**src/rtl/dsr_regs.vh**
```
// register indices, status bit positions and protocol codes of the bank
`ifndef DSR_REGS_VH
`define DSR_REGS_VH

// holding register indices
`define DSR_HR_STATUS 16'h0000
`define DSR_HR_SPEED 16'h0001
`define DSR_HR_POS_HI 16'h0002
`define DSR_HR_POS_LO 16'h0003
`define DSR_HR_TORQUE 16'h0004
`define DSR_HR_PEAK 16'h0005
`define DSR_HR_LIMIT 16'h0100

// status word bit positions
`define DSR_ST_REACHED 0
`define DSR_ST_DRAG 1
`define DSR_ST_JOG_REV 2
`define DSR_ST_JOG_FWD 3
`define DSR_ST_PWR_NOW 4
`define DSR_ST_ABORT 5
`define DSR_ST_RUNNING 6
`define DSR_ST_OVERTEMP 7
`define DSR_ST_AGAINST 8
`define DSR_ST_ENC_ERR 9
`define DSR_ST_BLOCKED 10
`define DSR_ST_HAND 11
`define DSR_ST_BAD_TGT 12
`define DSR_ST_PWR_LOST 13
`define DSR_ST_LIM_POS 14
`define DSR_ST_LIM_NEG 15

// function codes
`define DSR_FC_READ 8'h03
`define DSR_FC_WRITE1 8'h06
`define DSR_FC_WRITEN 8'h10

// answer codes
`define DSR_EX_NONE 8'h00
`define DSR_EX_FUNC 8'h01
`define DSR_EX_ADDR 8'h02
`define DSR_EX_VALUE 8'h03

// reset values
`define DSR_RST_WORD 16'h0000
`define DSR_RST_LONG 32'h0000_0000

`endif

```
**src/rtl/dsr_bank.v**
```verilog
// holding register bank of the positioning drive: status, speed, position
//
// Notes on behaviour
// - status word at index 0; reached, running
// - bits 2 and 3 follow jog keys
// - bit 4 power now, bit 13 was lost
// - drag, abort, overtemp, blocked fault bits
// - against loop direction, manual displacement flags
// - bit 12 flags unacceptable target value
// - bits 14 and 15 travel limits
// - signed position, high word index 2, low 3
// - writing position pair rebases without moving
// - index 5 holds peak torque of run
// - peak ignores start and braking phases
// - high then low word; else reject low
// - after target, encoder mismatch sets bit 9
// - functions 03, 06 and 10 supported
`timescale 1ns/100ps
`include "dsr_regs.vh"

module dsr_bank (
  input wire core_clk_i, // 250 MHz core clock
  input wire rst_n_i, // asynchronous reset, active low
  input wire req_valid_i, // one-cycle pulse: decoded register access
  input wire [7:0] req_func_i, // function code of the frame
  input wire [15:0] req_addr_i, // holding_register_index of this word
  input wire [15:0] req_wdata_i, // word to write
  output reg rsp_valid_o, // one-cycle pulse: answer ready
  output reg [15:0] rsp_rdata_o, // read data
  output reg [7:0] rsp_exc_o, // answer code, 0 = none; held between answers
  input wire jog_rev_pin_i, // reverse jog key pin, active high
  input wire jog_fwd_pin_i, // forward jog key pin, active high
  input wire motor_pwr_pin_i, // motor supply present pin
  input wire target_reached_i, // level from sequencer
  input wire running_i, // level: drive moving
  input wire drag_err_i, // pulse: following deviation
  input wire run_abort_i, // pulse: run aborted
  input wire overtemp_i, // level: temperature exceeded
  input wire against_dir_i, // pulse: move opposite approach direction
  input wire blocked_i, // pulse: positioning blocked
  input wire hand_disp_i, // pulse: output displaced by hand
  input wire bad_target_i, // pulse: target value rejected
  input wire lim_pos_i, // level: upper travel limit
  input wire lim_neg_i, // level: lower travel limit
  input wire [31:0] raw_pos_i, // internal position count
  input wire [31:0] enc_pos_i, // absolute encoder position
  input wire [15:0] speed_i, // signed speed in rpm
  input wire [15:0] torque_i, // torque in cNm
  input wire start_phase_i, // level: start-up torque phase
  input wire decel_phase_i, // level: braking phase
  output reg [31:0] pos_o // rebased position, 1/100 mm
);

  // ==========================================================
  // pin synchronisers
  reg [2:0] pin_s1_r;
  reg [2:0] pin_s2_r;

  always @(posedge core_clk_i or negedge rst_n_i) begin
    if (!rst_n_i) begin
      pin_s1_r <= 3'h0;
      pin_s2_r <= 3'h0;
    end else begin
      pin_s1_r <= {motor_pwr_pin_i, jog_fwd_pin_i, jog_rev_pin_i};
      pin_s2_r <= pin_s1_r;
    end
  end

  wire jog_rev = pin_s2_r[0];
  wire jog_fwd = pin_s2_r[1];
  wire pwr_now = pin_s2_r[2];

  // the second stage holds a real pin sample only two edges after reset;
  // until then its cleared value must not read as a supply loss
  reg [1:0] sync_vld_r;
  wire sync_ok = sync_vld_r[1];

  always @(posedge core_clk_i or negedge rst_n_i) begin
    if (!rst_n_i) begin
      sync_vld_r <= 2'h0;
    end else begin
      sync_vld_r <= {sync_vld_r[0], 1'b1};
    end
  end

  // ==========================================================
  // run edges
  reg running_d_r;
  reg reached_d_r;

  always @(posedge core_clk_i or negedge rst_n_i) begin
    if (!rst_n_i) begin
      running_d_r <= 1'b0;
      reached_d_r <= 1'b0;
    end else begin
      running_d_r <= running_i;
      reached_d_r <= target_reached_i;
    end
  end

  wire run_start = running_i & ~running_d_r;
  wire reach_rise = target_reached_i & ~reached_d_r;

  // ==========================================================
  // sticky fault flags, cleared when a new run starts; set wins
  localparam NSTK = 8;
  wire [NSTK-1:0] stk_set;
  reg [NSTK-1:0] stk_r;
  wire [NSTK-1:0] stk_nxt;
  wire [31:0] enc_diff;

  assign enc_diff = raw_pos_i - enc_pos_i;
  assign stk_set[0] = drag_err_i;
  assign stk_set[1] = run_abort_i;
  assign stk_set[2] = against_dir_i;
  assign stk_set[3] = reach_rise & (enc_diff != 32'h0000_0000);
  assign stk_set[4] = blocked_i;
  assign stk_set[5] = hand_disp_i;
  assign stk_set[6] = bad_target_i;
  assign stk_set[7] = sync_ok & ~pwr_now;

  genvar gi;
  generate
    for (gi = 0; gi < NSTK; gi = gi + 1) begin : g_stk
      // a cause in the run-start cycle survives the clear
      assign stk_nxt[gi] = stk_set[gi] | (stk_r[gi] & ~run_start);
    end
  endgenerate

  always @(posedge core_clk_i or negedge rst_n_i) begin
    if (!rst_n_i) begin
      stk_r <= 8'h00;
    end else begin
      stk_r <= stk_nxt;
    end
  end

  // ==========================================================
  // status word
  reg [15:0] status;

  always @* begin
    status = 16'h0000;
    status[`DSR_ST_REACHED] = target_reached_i;
    status[`DSR_ST_RUNNING] = running_i;
    status[`DSR_ST_JOG_REV] = jog_rev;
    status[`DSR_ST_JOG_FWD] = jog_fwd;
    status[`DSR_ST_PWR_NOW] = pwr_now;
    status[`DSR_ST_PWR_LOST] = stk_r[7];
    status[`DSR_ST_DRAG] = stk_r[0];
    status[`DSR_ST_ABORT] = stk_r[1];
    status[`DSR_ST_OVERTEMP] = overtemp_i;
    status[`DSR_ST_BLOCKED] = stk_r[4];
    status[`DSR_ST_AGAINST] = stk_r[2];
    status[`DSR_ST_HAND] = stk_r[5];
    status[`DSR_ST_BAD_TGT] = stk_r[6];
    status[`DSR_ST_ENC_ERR] = stk_r[3];
    status[`DSR_ST_LIM_POS] = lim_pos_i;
    status[`DSR_ST_LIM_NEG] = lim_neg_i;
  end

  // ==========================================================
  // peak torque of the current or last run
  reg [15:0] peak_r;
  reg [15:0] peak_nxt;
  wire peak_win = running_i & ~start_phase_i & ~decel_phase_i;

  // cleared at run start, so a read during a run shows its peak so far
  always @* begin
    peak_nxt = peak_r;
    if (run_start) begin
      peak_nxt = `DSR_RST_WORD;
    end else if (peak_win && (torque_i > peak_r)) begin
      peak_nxt = torque_i;
    end
  end

  always @(posedge core_clk_i or negedge rst_n_i) begin
    if (!rst_n_i) begin
      peak_r <= `DSR_RST_WORD;
    end else begin
      peak_r <= peak_nxt;
    end
  end

  // ==========================================================
  // register access decode
  reg [31:0] offset_r;
  reg [15:0] hi_hold_r;
  reg hi_pend_r;

  reg is_read;
  reg is_write;

  always @* begin
    is_read = 1'b0;
    is_write = 1'b0;
    case (req_func_i)
      `DSR_FC_READ: is_read = 1'b1;
      `DSR_FC_WRITE1: is_write = 1'b1;
      `DSR_FC_WRITEN: is_write = 1'b1;
      default: is_write = 1'b0;
    endcase
  end

  // indices at or above the limit are refused; below it unknown ones
  // take writes silently and read as zero
  wire addr_ok = (req_addr_i < `DSR_HR_LIMIT);
  wire wr_hi = (req_addr_i == `DSR_HR_POS_HI);
  wire wr_lo = (req_addr_i == `DSR_HR_POS_LO);
  wire [31:0] new_pos = {hi_hold_r, req_wdata_i};
  wire [31:0] cur_pos = raw_pos_i + offset_r;

  // the pair is read live: two reads while the axis moves
  // may pair halves from different cycles
  reg [15:0] rd_word;

  always @* begin
    case (req_addr_i)
      `DSR_HR_STATUS: rd_word = status;
      `DSR_HR_SPEED: rd_word = speed_i;
      `DSR_HR_POS_HI: rd_word = cur_pos[31:16];
      `DSR_HR_POS_LO: rd_word = cur_pos[15:0];
      `DSR_HR_TORQUE: rd_word = torque_i;
      `DSR_HR_PEAK: rd_word = peak_r;
      default: rd_word = 16'h0000;
    endcase
  end

  // ==========================================================
  // answer next state
  reg rsp_valid_nxt;
  reg [15:0] rsp_rdata_nxt;
  reg [7:0] rsp_exc_nxt;
  reg [31:0] offset_nxt;
  reg [15:0] hi_hold_nxt;
  reg hi_pend_nxt;

  always @* begin
    rsp_valid_nxt = req_valid_i;
    rsp_rdata_nxt = rsp_rdata_o;
    rsp_exc_nxt = rsp_exc_o;
    offset_nxt = offset_r;
    hi_hold_nxt = hi_hold_r;
    hi_pend_nxt = hi_pend_r;
    if (req_valid_i) begin
      rsp_rdata_nxt = 16'h0000;
      rsp_exc_nxt = `DSR_EX_NONE;
      if (!is_read && !is_write) begin
        rsp_exc_nxt = `DSR_EX_FUNC;
      end else if (!addr_ok) begin
        rsp_exc_nxt = `DSR_EX_ADDR;
      end else if (is_read) begin
        rsp_rdata_nxt = rd_word;
      end else if (wr_hi) begin
        hi_hold_nxt = req_wdata_i;
        hi_pend_nxt = 1'b1;
      end else if (wr_lo) begin
        // the low word always ends a pair, committed or refused
        hi_pend_nxt = 1'b0;
        if (hi_pend_r) begin
          offset_nxt = new_pos - raw_pos_i;
        end else begin
          rsp_exc_nxt = `DSR_EX_VALUE;
        end
      end else begin
        // a write to any other index below the limit breaks an open pair
        hi_pend_nxt = 1'b0;
      end
    end
  end

  // ==========================================================
  // answer registers
  // every answer field is a flop, one cycle after the request
  always @(posedge core_clk_i or negedge rst_n_i) begin
    if (!rst_n_i) begin
      rsp_valid_o <= 1'b0;
      rsp_rdata_o <= `DSR_RST_WORD;
      rsp_exc_o <= `DSR_EX_NONE;
      offset_r <= `DSR_RST_LONG;
      hi_hold_r <= `DSR_RST_WORD;
      hi_pend_r <= 1'b0;
    end else begin
      rsp_valid_o <= rsp_valid_nxt;
      rsp_rdata_o <= rsp_rdata_nxt;
      rsp_exc_o <= rsp_exc_nxt;
      offset_r <= offset_nxt;
      hi_hold_r <= hi_hold_nxt;
      hi_pend_r <= hi_pend_nxt;
    end
  end

  // ==========================================================
  // position output
  // registered so a consumer sees one settled word per cycle
  always @(posedge core_clk_i or negedge rst_n_i) begin
    if (!rst_n_i) begin
      pos_o <= `DSR_RST_LONG;
    end else begin
      pos_o <= cur_pos;
    end
  end

endmodule

```
**config.mk**
```make
export PLATFORM = sky130hd
export DESIGN_NAME = dsr_bank
export DESIGN_NICKNAME = d
export VERILOG_FILES = /design/src/rtl/dsr_bank.v
export VERILOG_INCLUDE_DIRS = /design/src /design/src/rtl
export SDC_FILE = /design/constraint.sdc
export NUM_CORES = 1
export LEC_CHECK = 0
export ABC_AREA = 1
export BUFFER_PORTS_ARGS = -buffer_cell sky130_fd_sc_hd__buf_2
export CORE_MARGIN = 2
export CORE_UTILIZATION = 63
export DETAILED_ROUTE_END_ITERATION = 16
export HOLD_SLACK_MARGIN = 0.02
export PLACE_DENSITY_LB_ADDON = 0.2
export SLEW_MARGIN = 20
export SYNTH_ARGS = -nofsm -noshare
export SYNTH_HDL_FRONTEND = slang
export SYNTH_SLANG_ARGS = --single-unit
export TNS_END_PERCENT = 10
```
**constraint.sdc**
```tcl
create_clock -name core_clk_i -period 5.05 [get_ports core_clk_i]
set_input_delay 0.505 -clock core_clk_i [delete_from_list [all_inputs] [get_ports core_clk_i]]
set_output_delay 0.505 -clock core_clk_i [all_outputs]
set_load 0.1 [all_outputs]
```
==> impl_metrics.ini <==
[clocking]
clk_path_buf_depth = 2
ctsResizeCount = 0
htree_levels = 4
cts_hold_buf = 0
cts_setup_buffers = 0
clkSinkCount = 134
numCtsBuffers = 17
cts_tree = built
clkTransAtPathRegs_ns = 0.07
cts-root-buf = clkbuf_16
clk_latency_ns = 0.43

[placed_design]
port_buffers = 205
dpl_cell_area_sq_um = 13600
dp.cells = 2354
dp_hpwl_um = 33400
gp_congestion = 1.09

[run_status]
status = finished, violations left
violations = design-rule violations

[worst_setup_path]
crit_fanout = 3
reg2reg_depth = 14
criticalPathCategory = reg -> reg
cp-start-kind = register
cp.arrival_ns = 2.92
critical_path_required_ns = 5.37
endpoint_kind = register

[synth]
async_flop_share_pct = 100
synth_edf_count = 0
avgSynthCellArea_sq_um = 6.47
ys.warnings.count = 0
synth_cell_types = 51
synth_seq_area_share_pct = 27.3
ys_ff_latch = 134
syn_area_sq_um = 12300
syn_inst = 1896
synth_flop_cell = dfrtp_1

[routing]
wl_per_cell_um = 17.1
drtIter0Drc = 1306
postRouteAntennaNets = 0
vias = 13400
drtPass1Iterations = 14
routed_wl_um = 40900
drc = 1
vias_per_cell = 5.60

[grt]
grt_antenna_before_repair = 1
grt_pass1_vias = 12400
grt_max_degree = 91
gr-usage-all-layers_pct = 39.5
overflow = 0
grt_pass1_wl_um = 62500

[run]
cap_violations = 0

[pwr]
p_leak_nw = 8.33
p_per_area_nw_per_um2 = 239
irDropWorstVdd_v = 0.000247

[final_layout]
area_growth_pct = 15.8
fin_area_sq_um = 14200
drive_above_1_share_pct = 12.8
final_cells = 2387
fin_nets = 2374

[worst_hold_path]
min_path_type = in -> async

[sta]
setup_tns_ns = 0
rsz0062_at_grt = false
worstMarginPinSlew_ns = 1.10
timing.final.max_slew_violations = 0
clock_skew_ns = 0.0119
hold_violations = 0
relSlewSlack_pct = 26.7
setup_viol = 0
finalCriticalPeriod_ns = 2.59
max_freq_mhz = 385
finalCritPeriodShare_pct = 51.4

[floorplan]
dieArea_sq_um = 20600
ios = 212
floorplan.initialDensity_pct = 63.7
dieHeight_um = 144
die_x_um = 144
core-area_sq_um = 19300
num_rows = 51
layer usage:
metal	global-route usage, %	part of all wire (%)
met1	49.4	41
met2	64.9	45
met3	5.60	8.0
met4	23.3	5.9
met5	0	0
synth_stat cells, types with 7 or more instances:
cell	n	area share [%]
o22ai_1	33	1.7
ha_1	109	11
o21bai_1	8	0.49
nand2_1	589	18
clkbuf_1	9	0.28
nand3_1	100	4.1
a21oi_1	120	4.9
nor2_1	143	4.4
xor2_1	28	2.0
xnor2_1	15	1.1
mux2_2	9	0.83
dfrtp_1	134	27
nor4_1	7	0.36
o21ai_0	69	2.8
o21ai_1	12	0.49
nor3_1	25	1.0
nand3b_1	8	0.49
and2_1	15	0.76
a21o_1	14	0.86
nand4_1	30	1.5
inv_1	350	11
report_power, final:
part	total, mW	switching (mW)	leakage (nW)	internal (mW)
Combinational	0.892	0.626	6.28	0.266
Sequential	1.12	0.0131	1.73	1.11
Clock	1.38	0.524	0.317	0.856
Total	3.39	1.16	8.33	2.23
worst max-delay path: stages, from the launching register on:
cell	delay [ns]
dfrtp_1	0.39
ha_1	0.22
fa_1	0.43
nand2_1	0.10
nand2_1	0.05
o21ai_1	0.15
inv_1	0.10
a21oi_1	0.31
o21ai_0	0.16
or2_0	0.20
and2_1	0.14
nand2_1	0.05
nand2_1	0.05
nand2_1	0.07
nand2_1	0.05
cells in the final DEF, fill, tap and decap left out, types with 3 or more instances in the layout:
cell / n
nand3_1: 100
nand3b_1: 8
o21ai_0: 69
clkbuf_16: 17
nor4_1: 7
nor3_2: 3
inv_8: 3
a221oi_1: 6
o21a_1: 5
buf_2: 204
o21bai_1: 8
a21oi_1: 120
nor2_1: 143
conb_1: 7
o21ai_1: 12
mux2_4: 5
dfrtp_1: 134
nand2_1: 589
or2_2: 4
and2_1: 15
xor2_1: 28
mux2_2: 9
buf_4: 3
a21o_1: 14
nor3_1: 25
ha_1: 109
o211ai_1: 4
o22ai_1: 33
a31oi_1: 3
clkinv_4: 4
bufinv_16: 4
nand4_1: 30
inv_1: 350
xnor2_1: 15
area by class of cell:
type                       instances  area [sq um]
multi-input combinational       1395          7490
fill                            1658          5060
sequential                       134          3350
inverter                         352          1320
timing repair buffer             208          1050
clock buffer                      18           439
tap                              265           332
clock inverter                    14           214
antenna                            1          2.50
registers in the layout (all words and copies together), names as in the netlist, 2 cells and up:
| register | count |
|---|---|
| offset_r | 32 |
| pos_o | 32 |
| hi_hold_r | 16 |
| peak_r | 16 |
| rsp_rdata_o | 16 |
| stk_r | 8 |
| pin_s1_r | 3 |
| pin_s2_r | 3 |
| rsp_exc_o | 2 |
| sync_vld_r | 2 |
per-stage QoR:
step           worst slack (ns)  util [%]  power [mW]  hold WS (ns)
6_report                   2.46      73.7        3.39         0.144
5_1_grt                    2.33      73.7        3.54         0.177
4_1_cts                    2.50      73.7        3.38         0.180
3_5_place_dp               2.24      70.3        2.01         0.337
3_3_place_gp               2.31      70.3        2.00         0.336
2_1_floorplan              2.65         -        1.74         0.209
cells by family (layout without fill, tap and decap cells):
| kind of cell | Yosys count | after routing | synth area share [%] |
|---|---|---|---|
| and+or+nand+nor | 935 | 935 | 31.8 |
| buffers and inverters | 372 | 592 | 11.7 |
| AOI/OAI and AO/OA | 285 | 285 | 13.1 |
| DFF | 134 | 134 | 27.3 |
| adders and majority gates | 111 | 111 | 11.4 |
| xor gates and xnor gates | 43 | 43 | 3.07 |
| muxes | 14 | 14 | 1.44 |
| other | 2 | 8 | 0.0612 |
path summary, 6_finish.rpt:
check	from	endpoint	slack [ns]
max	offset_r[0]	rsp_rdata_o[0]	2.46
min	rst_n_i	rsp_rdata_o[6]	0.14
max reg2reg	offset_r[0]	rsp_rdata_o[0]	2.46
min reg2reg	pin_s1_r[2]	pin_s2_r[2]	0.35
max in group asynchronous	rst_n_i	offset_r[11]	3.82
min in group core_clk_i	jog_fwd_pin_i	pin_s1_r[1]	0.18
No activity file was read; power rests on OpenSTA's default activity.
